<file path="config.mk">
export PLATFORM = sky130hd
export DESIGN_NAME = pbc_regs
export DESIGN_NICKNAME = d
export VERILOG_FILES = /design/src/verilog/pbc_pkg.sv /design/src/verilog/pbc_pin_sync.sv /design/src/verilog/pbc_regs.sv
export SDC_FILE = /design/constraint.sdc
export NUM_CORES = 1
export LEC_CHECK = 0
export BUFFER_PORTS_ARGS = -buffer_cell sky130_fd_sc_hd__buf_4
export CAP_MARGIN = 15
export CORE_MARGIN = 2
export CORE_UTILIZATION = 54
export CTS_CLUSTER_DIAMETER = 60
export DETAILED_ROUTE_END_ITERATION = 8
export PLACE_DENSITY_LB_ADDON = 0.15
export SLEW_MARGIN = 20
export SYNTH_ARGS = -nofsm -noshare
export SYNTH_HDL_FRONTEND = slang
export SYNTH_HIERARCHICAL = 1
export SYNTH_SLANG_ARGS = --single-unit
</file>
<file path="constraint.sdc">
create_clock -name core_clk -period 1.84 [get_ports core_clk]
set_input_delay 0.368 -clock core_clk [delete_from_list [all_inputs] [get_ports core_clk]]
set_output_delay 0.368 -clock core_clk [all_outputs]
set_load 0.01 [all_outputs]
</file>
<file path="src/verilog/pbc_pkg.sv">
/*
  Constants for the basic control/status register pair: management
  frame coding, register indices, bit positions, reset values and timing.
  Assumes a single core clock at 125 MHz.
*/
`default_nettype none
package pbc_pkg;
  // register indices on the management frame address field
  localparam logic [4:0] REG_CTRL_IDX = 5'h00;
  localparam logic [4:0] REG_STAT_IDX = 5'h01;

  // basic_mode_control bit positions
  localparam int CTRL_SPD_LSB = 13;
  localparam int CTRL_AN_EN = 12;
  localparam int CTRL_ISOLATE = 10;
  localparam int CTRL_RESTART = 9;
  localparam int CTRL_DUPLEX = 8;
  localparam int CTRL_COLTEST = 7;
  localparam int CTRL_SPD_MSB = 6;
  localparam logic CTRL_SPD_MSB_RST = 1'b1;
  localparam logic CTRL_SPD_LSB_RST = 1'b0;

  // basic_mode_status bit positions and fixed part
  localparam int STAT_AN_DONE = 5;
  localparam int STAT_REM_FAULT = 4;
  localparam int STAT_LINK = 2;
  localparam logic [15:0] STAT_FIXED = 16'h7948;

  // forced speed encodings {msb, lsb}
  localparam logic [1:0] SPD_10 = 2'h0;
  localparam logic [1:0] SPD_100 = 2'h1;
  localparam logic [1:0] SPD_1000 = 2'h2;

  // management frame coding
  localparam logic [5:0] PREAMBLE_BITS = 6'h20;
  localparam logic [1:0] OP_READ = 2'h2;
  localparam logic [1:0] OP_WRITE = 2'h1;
  localparam logic [5:0] HDR_LAST = 6'h0b;
  localparam logic [5:0] DATA_LAST = 6'h0f;
  localparam logic [5:0] SKIP_LAST = 6'h11;

  // collision test timing, bit times at the 100 Mb/s rate
  localparam int CORE_CLK_PS = 8000;
  localparam int BIT_PS_100M = 10000;
  localparam int COL_ON_BITS = 512;
  localparam int COL_OFF_BITS = 4;
  localparam int COL_ON_MAX_CYC = (COL_ON_BITS * BIT_PS_100M) / CORE_CLK_PS;
  localparam int COL_OFF_MAX_CYC = (COL_OFF_BITS * BIT_PS_100M) / CORE_CLK_PS;

  typedef enum logic [3:0] {
    S_PRE, S_IDLE, S_ST, S_HDR, S_SKIP, S_WTA, S_WDAT, S_RTA, S_RDAT
  } pbc_mdio_state_t;
endpackage
`default_nettype wire

</file>
<file path="src/verilog/pbc_pin_sync.sv">
/*
  Three-stage synchroniser with agreement filter for one pin.
  Assumes the pin is asynchronous to core_clk; output lags by four edges.
*/
`timescale 1ns/1ps
`default_nettype none
module pbc_pin_sync import pbc_pkg::*; #(
  parameter logic RST_VAL = 1'b0
) (
  // clock and reset
  input wire logic core_clk,
  input wire logic rst,
  // pin and filtered level
  input wire logic pin,
  output logic level
);
  logic s1_q, s2_q, s3_q, lvl_q, lvl_d;

  always_comb begin
    lvl_d = lvl_q;
    // change accepted only when second and third stages agree
    if (s2_q == s3_q) begin
      lvl_d = s3_q;
    end
  end

  always_ff @(posedge core_clk or posedge rst) begin
    if (rst) begin
      s1_q <= RST_VAL;
      s2_q <= RST_VAL;
      s3_q <= RST_VAL;
      lvl_q <= RST_VAL;
    end else begin
      s1_q <= pin;
      s2_q <= s1_q;
      s3_q <= s2_q;
      lvl_q <= lvl_d;
    end
  end

  assign level = lvl_q;
endmodule // pbc_pin_sync
`default_nettype wire

</file>
<file path="src/verilog/pbc_regs.sv">
/*
  Basic mode control and status registers behind a management frame slave,
  with restart handshake, forced mode outputs and collision test.
  Assumes mac_tx_en and the negotiation/link inputs are on core_clk;
  mdc and mdio come from pins; straps are stable around reset release.
*/
// Operation
// - isolate bit cuts the port off the MAC side; management still works.
// - writing restart with negotiation enabled restarts it; otherwise ignored.
// - restart reads 1 until the restart has begun, then self-clears.
// - writing 0 to restart never cancels a pending restart.
// - duplex bit forces full or half duplex; reset value from a strap.
// - collision test raises collision within 512 bit times of transmit enable.
// - collision test drops collision within 4 bit times of enable falling.
// - speed msb bit pairs with bit 13, resets to 1.
// - speed field 00=10M, 01=100M, 10=1000M, 11 reserved.
// - forced speed and duplex apply only while negotiation is disabled.
// - control bits 5..0 ignore writes and read 0.
// - status bits 15..8 are fixed ability constants.
// - status bit 7 reads 0.
// - status bit 6 reads 1; frames accepted without preamble after first.
// - status bit 5 shows negotiation complete, resets 0.
// - remote fault latches high until status is read or reset.
// - status bit 3 always reads 1.
// - link status latches low; returns high only on a read with good link.
`timescale 1ns/1ps
`default_nettype none
module pbc_regs import pbc_pkg::*; (
  // clock and reset
  input wire logic core_clk,
  input wire logic rst,
  // configuration straps
  input wire logic strap_an_enable,
  input wire logic strap_full_duplex,
  input wire logic [4:0] strap_phy_addr,
  // serial management pins
  input wire logic mdc,
  input wire logic mdio_i,
  output logic mdio_o,
  output logic mdio_oe,
  // MAC side
  input wire logic mac_tx_en,
  output logic mac_col,
  output logic mii_isolate,
  // negotiation engine
  output logic an_restart_req,
  input wire logic an_restart_ack,
  input wire logic an_done,
  output logic an_enable,
  // forced mode
  output logic force_active,
  output logic [1:0] force_speed,
  output logic force_duplex,
  // link events
  input wire logic far_fault_evt,
  input wire logic link_ok
);
  logic mdc_s, mdio_s;
  pbc_pin_sync #(.RST_VAL(1'b0)) u_mdc_sync (
    .core_clk(core_clk), .rst(rst), .pin(mdc), .level(mdc_s)
  );
  // idle data line floats high, so its stages reset high
  pbc_pin_sync #(.RST_VAL(1'b1)) u_mdio_sync (
    .core_clk(core_clk), .rst(rst), .pin(mdio_i), .level(mdio_s)
  );
  // frame engine state
  pbc_mdio_state_t st_q, st_d;
  logic [5:0] cnt_q, cnt_d;
  logic [15:0] sh_q, sh_d;
  logic [4:0] reg_q, reg_d;
  logic mdc_prev_q;
  logic mdo_q, mdo_d, oe_q, oe_d;
  logic rd_req_q, rd_req_d, rd_done_q, rd_done_d, wr_q, wr_d;
  logic mdc_rise;
  logic [11:0] hdr;
  // register state
  logic strap_done_q;
  logic [4:0] phy_addr_q, phy_addr_d;
  logic an_en_q, an_en_d, spd_lsb_q, spd_lsb_d, spd_msb_q, spd_msb_d;
  logic isolate_q, isolate_d, duplex_q, duplex_d, coltest_q, coltest_d;
  logic pending_q, pending_d;
  logic rf_q, rf_d, link_q, link_d;
  logic col_q, col_d;
  logic [15:0] rdata_q, rdata_d;
  logic [15:0] ctrl_w, stat_w;
  assign mdc_rise = mdc_s & ~mdc_prev_q;
  assign hdr = {sh_q[10:0], mdio_s};
  // frame engine: samples on MDC rise, drives read data after it
  always_comb begin
    st_d = st_q;
    cnt_d = cnt_q;
    sh_d = sh_q;
    reg_d = reg_q;
    mdo_d = mdo_q;
    oe_d = oe_q;
    rd_req_d = 1'b0;
    rd_done_d = 1'b0;
    wr_d = 1'b0;
    if (mdc_rise) begin
      case (st_q)
        S_PRE: begin
          // full preamble only needed here; afterwards S_IDLE skips it
          if (mdio_s) begin
            if (cnt_q != PREAMBLE_BITS) begin
              cnt_d = cnt_q + 6'h01;
            end
          end else if (cnt_q == PREAMBLE_BITS) begin
            st_d = S_ST;
          end else begin
            cnt_d = 6'h00;
          end
        end
        S_IDLE: begin
          if (!mdio_s) begin
            st_d = S_ST;
          end
        end
        S_ST: begin
          cnt_d = 6'h00;
          st_d = mdio_s ? S_HDR : S_PRE;
        end
        S_HDR: begin
          sh_d = {sh_q[14:0], mdio_s};
          cnt_d = cnt_q + 6'h01;
          if (cnt_q == HDR_LAST) begin
            cnt_d = 6'h00;
            reg_d = hdr[4:0];
            if (hdr[11:10] == OP_READ) begin
              st_d = (hdr[9:5] == phy_addr_q) ? S_RTA : S_SKIP;
              rd_req_d = (hdr[9:5] == phy_addr_q);
            end else if (hdr[11:10] == OP_WRITE) begin
              st_d = (hdr[9:5] == phy_addr_q) ? S_WTA : S_SKIP;
            end else begin
              st_d = S_PRE; // bad opcode: preamble needed again
            end
          end
        end
        S_SKIP: begin
          // frame for another address: let turnaround and data pass
          cnt_d = cnt_q + 6'h01;
          if (cnt_q == SKIP_LAST) begin
            st_d = S_IDLE;
          end
        end
        S_WTA: begin
          cnt_d = cnt_q + 6'h01;
          if ((cnt_q == 6'h00) != mdio_s) begin
            st_d = S_PRE; // bad turnaround: preamble needed again
            cnt_d = 6'h00;
          end else if (cnt_q != 6'h00) begin
            st_d = S_WDAT;
            cnt_d = 6'h00;
          end
        end
        S_WDAT: begin
          sh_d = {sh_q[14:0], mdio_s};
          cnt_d = cnt_q + 6'h01;
          if (cnt_q == DATA_LAST) begin
            wr_d = 1'b1;
            st_d = S_IDLE;
          end
        end
        S_RTA: begin
          // first turnaround bit left floating, second driven low
          if (cnt_q == 6'h00) begin
            cnt_d = 6'h01;
            oe_d = 1'b1;
            mdo_d = 1'b0;
          end else begin
            cnt_d = 6'h00;
            mdo_d = rdata_q[15];
            sh_d = {rdata_q[14:0], 1'b0};
            st_d = S_RDAT;
          end
        end
        S_RDAT: begin
          cnt_d = cnt_q + 6'h01;
          if (cnt_q == DATA_LAST) begin
            oe_d = 1'b0;
            mdo_d = 1'b1;
            rd_done_d = 1'b1;
            st_d = S_IDLE;
          end else begin
            mdo_d = sh_q[15];
            sh_d = {sh_q[14:0], 1'b0};
          end
        end
        default: begin
          st_d = S_PRE;
          cnt_d = 6'h00;
          oe_d = 1'b0;
        end
      endcase
    end
  end

  always_ff @(posedge core_clk or posedge rst) begin
    if (rst) begin
      st_q <= S_PRE;
      cnt_q <= 6'h00;
      sh_q <= 16'h0000;
      reg_q <= 5'h00;
      mdc_prev_q <= 1'b0;
      mdo_q <= 1'b1;
      oe_q <= 1'b0;
      rd_req_q <= 1'b0;
      rd_done_q <= 1'b0;
      wr_q <= 1'b0;
    end else begin
      st_q <= st_d;
      cnt_q <= cnt_d;
      sh_q <= sh_d;
      reg_q <= reg_d;
      mdc_prev_q <= mdc_s;
      mdo_q <= mdo_d;
      oe_q <= oe_d;
      rd_req_q <= rd_req_d;
      rd_done_q <= rd_done_d;
      wr_q <= wr_d;
    end
  end

  // read words
  always_comb begin
    ctrl_w = 16'h0000; // unheld and reserved bits read 0
    ctrl_w[CTRL_SPD_LSB] = spd_lsb_q;
    ctrl_w[CTRL_AN_EN] = an_en_q;
    ctrl_w[CTRL_ISOLATE] = isolate_q;
    ctrl_w[CTRL_RESTART] = pending_q;
    ctrl_w[CTRL_DUPLEX] = duplex_q;
    ctrl_w[CTRL_COLTEST] = coltest_q;
    ctrl_w[CTRL_SPD_MSB] = spd_msb_q;
    stat_w = STAT_FIXED;
    stat_w[STAT_AN_DONE] = an_done;
    stat_w[STAT_REM_FAULT] = rf_q;
    stat_w[STAT_LINK] = link_q;
  end

  // control and status registers
  always_comb begin
    phy_addr_d = phy_addr_q;
    an_en_d = an_en_q;
    spd_lsb_d = spd_lsb_q;
    spd_msb_d = spd_msb_q;
    isolate_d = isolate_q;
    duplex_d = duplex_q;
    coltest_d = coltest_q;
    pending_d = pending_q;
    rf_d = rf_q;
    link_d = link_q;
    rdata_d = rdata_q;
    if (!strap_done_q) begin
      phy_addr_d = strap_phy_addr;
      an_en_d = strap_an_enable;
      duplex_d = strap_full_duplex;
    end
    if (an_restart_ack) begin
      pending_d = 1'b0;
    end
    if (wr_q && reg_q == REG_CTRL_IDX) begin
      spd_lsb_d = sh_q[CTRL_SPD_LSB];
      an_en_d = sh_q[CTRL_AN_EN];
      isolate_d = sh_q[CTRL_ISOLATE];
      duplex_d = sh_q[CTRL_DUPLEX];
      coltest_d = sh_q[CTRL_COLTEST];
      spd_msb_d = sh_q[CTRL_SPD_MSB];
      // a written 0 leaves a pending restart alone; set beats ack
      if (sh_q[CTRL_RESTART] && sh_q[CTRL_AN_EN]) begin
        pending_d = 1'b1;
      end
    end
    // snapshot taken when the header ends so clears cannot change the answer
    if (rd_req_q) begin
      rdata_d = (reg_q == REG_CTRL_IDX) ? ctrl_w :
                (reg_q == REG_STAT_IDX) ? stat_w : 16'h0000;
    end
    if (rd_done_q && reg_q == REG_STAT_IDX) begin
      rf_d = 1'b0;
      link_d = link_ok;
    end
    if (far_fault_evt) begin
      rf_d = 1'b1;
    end
    if (!link_ok) begin
      link_d = 1'b0;
    end
  end

  // collision test; the registered path gives one cycle, well inside both limits
  always_comb begin
    col_d = coltest_q & mac_tx_en & ~isolate_q;
  end
  always_ff @(posedge core_clk or posedge rst) begin
    if (rst) begin
      strap_done_q <= 1'b0;
      phy_addr_q <= 5'h00;
      an_en_q <= 1'b0;
      spd_lsb_q <= CTRL_SPD_LSB_RST;
      spd_msb_q <= CTRL_SPD_MSB_RST;
      isolate_q <= 1'b0;
      duplex_q <= 1'b0;
      coltest_q <= 1'b0;
      pending_q <= 1'b0;
      rf_q <= 1'b0;
      link_q <= 1'b0;
      rdata_q <= 16'h0000;
      col_q <= 1'b0;
    end else begin
      strap_done_q <= 1'b1;
      phy_addr_q <= phy_addr_d;
      an_en_q <= an_en_d;
      spd_lsb_q <= spd_lsb_d;
      spd_msb_q <= spd_msb_d;
      isolate_q <= isolate_d;
      duplex_q <= duplex_d;
      coltest_q <= coltest_d;
      pending_q <= pending_d;
      rf_q <= rf_d;
      link_q <= link_d;
      rdata_q <= rdata_d;
      col_q <= col_d;
    end
  end

  assign mdio_o = mdo_q;
  assign mdio_oe = oe_q;
  assign mac_col = col_q;
  assign mii_isolate = isolate_q;
  assign an_restart_req = pending_q;
  assign an_enable = an_en_q;
  // forced values steer the port only while negotiation is off
  assign force_active = ~an_en_q;
  assign force_speed = {spd_msb_q, spd_lsb_q};
  assign force_duplex = duplex_q;
endmodule // pbc_regs
`default_nettype wire

</file>
# Yosys cells after proc, flatten, opt, wreduce, memory -nomap -nowiden
# Cells that the tools add are included.
# totals
reg_bits	77
output_inout_bits	10
wordCells	149
# classes
n_addsub	1
n_eq_ne	35
mux	54
n_bitwise	8
n_reduce_logical	20
# op_table
operator	n
one-hot mux 16 bit (3 select lines)	1
2-to-1 mux 4 bit	9
2-to-1 mux 6 bit	6
one-hot mux 6 bit (6 select lines)	1
2-to-1 mux 16 bit	2
one-hot mux 4 bit (8 select lines)	1
2-to-1 mux 15 bit	2
2-to-1 mux 1 bit	26
!= test 2 bit, second input constant	9
equality test 4 x 3 -> 1 bit, second input constant	4
equality test 6 x 4 -> 1 bit, second input constant	2
AND reduction 4 bit	3
AND reduction 9 bit	1
equality test 4 x 2 -> 1 bit, second input constant	2
OR reduction 7 bit	1
adder 6 x 1 -> 6 bit, second input constant	1
equality test 6 x 5 -> 1 bit, second input constant	1
equality test 6 bit, second input constant	1
logical NOT 6 bit	1
2-to-1 mux 3 bit	2
!= test 2 x 1 -> 1 bit, second input constant	3
!= test 3 bit, second input constant	2
!= test 6 bit, second input constant	1
nonzero test 6 bit	1
other kinds (23)	35

# Depth between registers and ports, before layout
# Gate-level depths: netlist of the first run.
# logic_depth
depth_word	6
depth_mapped	8

# Cells and area by module
# Netlist of the first run, hierarchy kept.
# by_module_without_submodules
module	n_inst	cells_per_inst	area_each_um2
pbc_regs	1	299	3281.9
pbc_pin_sync (u_mdio_sync)	1	6	120.1
pbc_pin_sync (u_mdc_sync)	1	6	115.1

# Least setup slack after synthesis of the first run
# No wires, ideal clock.
# synth_path
path_kind	reg-to-reg
startpoint	register cnt_q[0]
endpoint	register st_q[3]
arrival_time_ns	1.806
path_slack_ns	-0.093
path_stages_with_launch	8
synth_period_minus_slack_ns	1.933
cell_sequence	dfrtp_1 -> inv_1 -> ha_1 -> nor3b_2 -> and4bb_1 -> o32ai_1 -> nor3_2 -> mux2_1
# synth_via
elab_chain_cells	4
# synth_lines
item	line	text
start: declaration	pbc_regs.sv:68	logic [5:0] cnt_q, cnt_d;
start signal: assignment	pbc_regs.sv:211	cnt_q <= cnt_d;
logical NOT 6 bit	pbc_regs.sv:147, pbc_regs.sv:165	
!= test 1 bit	pbc_regs.sv:147	if ((cnt_q == 6'h00) != mdio_s) begin
!= test 3 bit (no line) / 2-to-1 mux 4 bit (equally long branches)	n/a	
AND reduction 9 bit (no line) / one-hot mux 4 bit (8 select lines) (equally long branches)	n/a	
end signal: assignment	pbc_regs.sv:210	st_q <= st_d;
end: declaration	pbc_regs.sv:67	pbc_mdio_state_t st_q, st_d;
# Parallel ways exist; a longest one is shown, timed or not.
# A chain may end at the register's enable or synchronous reset.

# Worst setup path after layout of the first run
# layout_path
startpoint	register cnt_q[0]
endpoint	register st_q[2]
# Same word-level chain as after synthesis.

==> flow_summary.toml, run 1 <==
[yosys]
yosysWarnings = 6
ys_seq_elements = 72
ys.flop_type = "dfrtp_1"
syn_avg_cell_area_sq_um = 11.3
syn_inst = 311
synthDistinctLibCells = 70
yosysSeqAreaShare_pct = 51.4
synth_edf_count = 0
async_flop_share_pct = 100
synth.net_count = 332
syn-cell-area_sq_um = 3520

[worst_hold_path]
hold_path_class = "in2reg"
hold_end = "u_mdio_sync/s1_q$_DFF_PP1_"
holdPathStages = 1
hold_start = "mdio_i"

[die]
dieArea_sq_um = 7170
pin_count = 26
rows = 29
core_area_sq_um = 6310
die_h_um = 84.7
die_w_um = 84.7
start_util_pct = 55.7

[sta]
fin_skew_ns = 0.0126
setup_violations = 25
maxSlewViolCount = 0
fmax_mhz = 493
fin_crit_ns = 2.03
maxSlewHeadroom_pct = 54.2
setup_ws_ns = -0.188
tightestPinTransition_ns = 0.687
rsz0062_at_grt = "yes"
hold_viol = 0
post-route-period-util_pct = 110

[clock_network]
clockRootBuffer = "clkbuf_8"
clk_latency_ns = 0.36
cts.sinks = 72
clockBufferDepth = 2
htree_levels = 3
path_clk_slew_ns = 0.08
cts_inserted_buffers = 9
tritoncts = "built"

[drt]
wl_um = 8300
routed_via_density = 5.81
wl_per_cell_um = 17.7
ant_nets = 0
first_pass_iters = 4
drt_iter0_markers = 124
vias = 2729
drc_errors = 0

[pwr]
power_frac_clock_pct = 35.1
internal_power_mw = 2.59
power_frac_seq_pct = 48.3
vdd_drop_max_v = 0.000769
comb_power_share_pct = 16.6
p_total_mw = 3.55
power.density_nw_per_um2 = 778
static-leakage-power_nw = 2.02
switchingPower_uw = 952
switching_share_pct = 26.8

[global_routing]
antenna_found_initial = 0
grt_pass1_wl_um = 13400
grt_pass1_vias = 2752
grt_use_total_pct = 23.9
grt-ovfl-total = 0
grt_max_degree = 38

[setup_path]
worstPathMaxFanout = 5
critPathRequiredTime_ns = 2.13
cp-start-kind = "register"
r2r_slack_ns = -0.19
crit_type = "reg2reg"
rr_worst_depth = 7
timing.rr.end = "st_q[2]$_DFFE_PP0P_"
critPathArrivalTime_ns = 2.32
worst_setup_path_end_kind = "register"
r2r_start = "cnt_q[0]$_DFFE_PP0P_"

[cells_and_area]
diodes = 0
stdcell_count = 470
layout_common_cells = "73 x buf_4, 65 x dfrtp_1, 21 x inv_1, 20 x o22ai_1, 16 x nand2_1"
area_growth_pct = 29.6
final_common_cell = "buf_4"
drive_above_1_share_pct = 43.0
fin_nets = 409

[place]
numPortBuffers = 25
place_ws_ns = -0.159
dp.cells = 444
place_congestion = 0.840
dp_hpwl_um = 5500

[status]
status = "complete, but fails checks"
violations = "setup timing"

[run]
max_cap_violations = 0
==> layout make-up <==
class / count / area [sq um]
flip-flops and latches: 72 / 1810
inverters: 24 / 93.8
clock inverters: 7 / 71.3
repair buffers: 84 / 719
multi-input cells: 197 / 1640
clock buffers: 9 / 124
well taps: 77 / 96.3
fillers: 458 / 1760
==> routing by layer <==
metal / vias to the layer above / track usage [%] / wire, um
met1: 1362 / 31.5 / 3510
li1: 1283 / - / -
met4: 0 / 8.80 / 187
met2: 68 / 38.9 / 4220
met3: 16 / 5.31 / 382
met5: - / 0 / 0
==> sequential cells by signal, summed over array words and instances (netlist names), 4 cells and up <==
register    cells
sh_q           16
rdata_q        11
cnt_q           6
phy_addr_q      5
reg_q           5
st_q            4
==> synthesized netlist by cell type (3+ instances only) <==
| library cell | instances | share of area (%) |
|---|---|---|
| nand3_1 | 4 | 0.57 |
| nor4_1 | 4 | 0.71 |
| clkbuf_1 | 7 | 0.75 |
| ha_1 | 5 | 1.8 |
| nor3_1 | 3 | 0.43 |
| nor2b_1 | 5 | 0.89 |
| a2bb2oi_2 | 10 | 4.3 |
| buf_4 | 5 | 1.1 |
| inv_1 | 24 | 2.6 |
| nand2b_1 | 4 | 0.71 |
| o22ai_1 | 21 | 3.7 |
| xor2_1 | 4 | 1.0 |
| nand2_1 | 18 | 1.9 |
| buf_2 | 6 | 0.85 |
| mux2_2 | 14 | 4.5 |
| mux2_1 | 4 | 1.3 |
| a22o_1 | 5 | 1.2 |
| dfrtp_1 | 66 | 47 |
| o211ai_1 | 6 | 1.3 |
| dfstp_2 | 6 | 4.5 |
| o21ai_0 | 13 | 1.8 |
| a21oi_1 | 7 | 1.0 |
| nor2_1 | 13 | 1.4 |
==> cell families after synthesis <==
group           after synthesis  share of synthesized area, %
fa+ha+maj                     7                          2.42
compound gates               87                          19.6
simple gates                 77                          13.6
other cells                   1                         0.107
flops                        72                          51.4
buf+inv                      42                          5.23
mux                          20                          6.33
xor+xnor                      5                          1.25
==> timing repair <==
item,CTS,global route
endpoints found under the hold margin,4,0
setup endpoints to repair,18,33
pin swaps,4,16
cloned,0,1
setup buffers,4,5
resized for setup,7,27
hold buffers,1,0
==> worst max-delay path by stage <==
stage / from / end / slack (ns) / cells past startpoint
floorplan: cnt_q[0]$_DFFE_PP0P_ / st_q[3]$_DFFE_PP0P_ / -0.03 / 7
global placement: cnt_q[0]$_DFFE_PP0P_ / st_q[0]$_DFFE_PP0P_ / -0.08 / 8
detailed placement: cnt_q[0]$_DFFE_PP0P_ / st_q[3]$_DFFE_PP0P_ / -0.16 / 8
CTS: cnt_q[0]$_DFFE_PP0P_ / st_q[1]$_DFFE_PP0P_ / -0.1 / 8
global route: cnt_q[0]$_DFFE_PP0P_ / st_q[0]$_DFFE_PP0P_ / -0.28 / 7
finish: cnt_q[0]$_DFFE_PP0P_ / st_q[2]$_DFFE_PP0P_ / -0.19 / 7
==> metrics by stage <==
| stage | setup TNS [ns] | hold slack, ns | utilization [%] | cell area (sq um) |
|---|---|---|---|---|
| final | -2.86 | 0.118 | 72.2 | 4560 |
| after global routing | -5.81 | 0.0967 | 72.2 | 4560 |
| after CTS | -0.760 | 0.102 | 69.5 | 4390 |
| after detailed placement | -0.732 | 0.286 | 65.1 | 4110 |
| after global placement | -0.329 | 0.282 | 65.1 | 4110 |
| after floorplan | -0.108 | 0.134 | - | 3530 |
==> power by group through the flow <==
stage / clock, mW / combinational, mW / sequential, mW
after floorplan: 0 / 0.288 / 1.73
after CTS: 1.28 / 0.560 / 1.71
final: 1.25 / 0.588 / 1.71
after detailed placement: 0 / 0.528 / 1.74
after global routing: 1.35 / 0.649 / 1.72
after global placement: 0 / 0.513 / 1.74
==> worst max-delay path: stages (launching register included) <==
cell      delay [ns]
dfrtp_1         0.41
inv_2           0.05
ha_1            0.18
nor3b_4         0.16
and2_4          0.17
or4b_1          0.50
a311oi_2        0.29
mux2_4          0.19
Note: power is estimated with default switching activity, not from simulation.
==> run 2: changes to the inputs <==
--- a/config.mk
+++ b/config.mk
@@ -5,12 +5,12 @@
 export SDC_FILE = /design/constraint.sdc
 export NUM_CORES = 1
 export LEC_CHECK = 0
-export BUFFER_PORTS_ARGS = -buffer_cell sky130_fd_sc_hd__buf_4
 export CAP_MARGIN = 15
 export CORE_MARGIN = 2
-export CORE_UTILIZATION = 54
+export CORE_UTILIZATION = 57
 export CTS_CLUSTER_DIAMETER = 60
 export DETAILED_ROUTE_END_ITERATION = 8
+export DONT_BUFFER_PORTS = 1
 export PLACE_DENSITY_LB_ADDON = 0.15
 export SLEW_MARGIN = 20
 export SYNTH_ARGS = -nofsm -noshare
==> run 2 against run 1 <==
  * The run still ends with setup timing left
  * Via count down 4.0%
  * Sequential power barely moved
  * Largest power group unchanged
  * Hold slack worse by 0.071 ns
  * Final cell count down 4.7%
  * Sequential share of layout area is 2.4 points higher
  * Sequential cell count unchanged
==> flow_summary.toml, run 2 (synthesis results as in run 1) <==
[status]
status = "complete, but fails checks"
violations = "setup timing"

[global_routing]
grt_use_total_pct = 24.8
grt-ovfl-total = 0
grt_pass1_wl_um = 12500
grt_max_degree = 38
antenna_found_initial = 0
grt_pass1_vias = 2612

[setup_path]
worst_setup_path_end_kind = "register"
r2r_slack_ns = -0.13
critPathRequiredTime_ns = 2.07
r2r_start = "cnt_q[0]$_DFFE_PP0P_"
worstPathMaxFanout = 6
worstPathCellList = "inv_2 -> ha_1 -> nor3b_4 -> and4bb_1 -> o32ai_1 -> nor3_2 -> buf_4 -> mux2_1"
crit_type = "reg2reg"
max_stage_delay_ns = 0.42
crit_slowest_cell = "dfrtp_1"
rr_worst_depth = 8
cp-start-kind = "register"
critPathArrivalTime_ns = 2.20
timing.rr.end = "st_q[3]$_DFFE_PP0P_"

[place]
place_congestion = 0.850
dp_hpwl_um = 5310
dpl_cell_area_sq_um = 3950
numPortBuffers = 0

[clock_network]
clk_latency_ns = 0.35
cts_inserted_buffers = 9
clockBufferDepth = 2
cts.sinks = 72
clockRootBuffer = "clkbuf_8"
htree_levels = 3
tritoncts = "built"
path_clk_slew_ns = 0.07

[pwr]
static-leakage-power_nw = 1.91
p_total_mw = 3.55
power.density_nw_per_um2 = 825
vdd_drop_max_v = 0.000577

[sta]
fmax_mhz = 508
maxSlewHeadroom_pct = 57.1
tightestPinTransition_ns = 0.643
fin_crit_ns = 1.97
maxSlewViolCount = 0
setup-tns-final_ns = -1.12
setup_violations = 23
hold_viol = 0
rsz0062_at_grt = "yes"
setup_ws_ns = -0.130
fin_skew_ns = 0.00604
post-route-period-util_pct = 107

[drt]
wl_um = 7560
drc_errors = 0
vias = 2619
drt_iter0_markers = 199
first_pass_iters = 4
routed_via_density = 5.85
ant_nets = 0
wl_per_cell_um = 16.9

[cells_and_area]
reg_top3 = "sh_q x16, rdata_q x11, cnt_q x6"
nFillCells = 416
area_growth_pct = 22.3
regMostFlops = "sh_q"
layout_common_cells = "66 x dfrtp_1, 57 x buf_4, 21 x inv_1, 20 x o22ai_1, 17 x nand2_1"
fin_nets = 389
largest_reg_flops = 16
design_area_sq_um = 4300
diodes = 0
final_common_cell = "dfrtp_1"
drive_above_1_share_pct = 37.0

[die]
die_w_um = 82.6
start_util_pct = 59.1
dieArea_sq_um = 6810
die_h_um = 82.6
core_area_sq_um = 5960
rows = 28
pin_count = 26

[worst_hold_path]
holdPathStages = 0
hold_path_class = "in2reg"
hold_start = "mdc"
hold_end = "u_mdc_sync/s1_q$_DFF_PP0_"

[run]
max_cap_violations = 0
## run 2: worst max-delay path by stage
| stage | start | to | slack [ns] | depth (start not counted) |
|---|---|---|---|---|
| 6_report | cnt_q[0]$_DFFE_PP0P_ | st_q[3]$_DFFE_PP0P_ | -0.13 | 8 |
| 5_1_grt | cnt_q[0]$_DFFE_PP0P_ | st_q[3]$_DFFE_PP0P_ | -0.25 | 8 |
| 4_1_cts | cnt_q[0]$_DFFE_PP0P_ | st_q[3]$_DFFE_PP0P_ | -0.12 | 8 |
| 3_5_place_dp | cnt_q[0]$_DFFE_PP0P_ | st_q[1]$_DFFE_PP0P_ | -0.15 | 8 |
| 3_3_place_gp | cnt_q[0]$_DFFE_PP0P_ | st_q[1]$_DFFE_PP0P_ | -0.08 | 8 |
| 2_1_floorplan | cnt_q[0]$_DFFE_PP0P_ | st_q[3]$_DFFE_PP0P_ | -0.03 | 7 |
## run 2: area by class of cell
class / instances / area, sq um / share of cell area [%]
clock buffer: 9 / 124 / 2.88
inverter: 24 / 93.8 / 2.18
timing repair buffer: 64 / 513 / 11.9
sequential: 72 / 1810 / 42.1
tap: 75 / 93.8 / 2.18
clock inverter: 7 / 70.1 / 1.63
multi-input combinational: 197 / 1600 / 37.1
## run 2: metal layers
layer,share of wire (%),vias to the layer above,global-route usage [%]
met3,4.3,13,7.17
met4,1.3,0,8.36
met2,49,60,40.2
met1,45,1299,32.0
li1,-,1247,-
met5,0,-,0
## run 2: power by group
group / leakage [nW] / internal, mW / switching [mW] / total, mW
sequential: 0.941 / 1.65 / 0.0665 / 1.71
clock: 0.0998 / 0.628 / 0.609 / 1.24
combinational: 0.872 / 0.324 / 0.273 / 0.597
total: 1.91 / 2.60 / 0.948 / 3.55
## run 2: through the flow
step	util, %	std cells	setup WS [ns]	hold slack, ns
6_report	72.2	448	-0.130	0.0476
5_1_grt	72.2	448	-0.253	0.0251
3_3_place_gp	66.2	422	-0.0768	0.142
2_1_floorplan	-	311	-0.0271	0.134
3_5_place_dp	66.2	422	-0.154	0.146
4_1_cts	71.5	446	-0.119	0.0284
## run 2: critical path: cells and delay by family (launching register included)
| family | cells | cell delay [ns] |
|---|---|---|
| DFF | 1 | 0.42 |
| AOI/OAI and AO/OA | 1 | 0.08 |
| and+or+nand+nor | 3 | 0.66 |
| buffers and inverters | 2 | 0.24 |
| adders and majority gates | 1 | 0.14 |
| muxes | 1 | 0.31 |
## run 2: repair_timing
action                                  4_1_cts  5_1_grt
endpoints found under the setup margin       20       30
resized for setup                            12        6
setup buffers                                 6        2
cloned                                        0        0
hold buffers                                  2        0
endpoints found under the hold margin        19        0
pin swaps                                     3        2
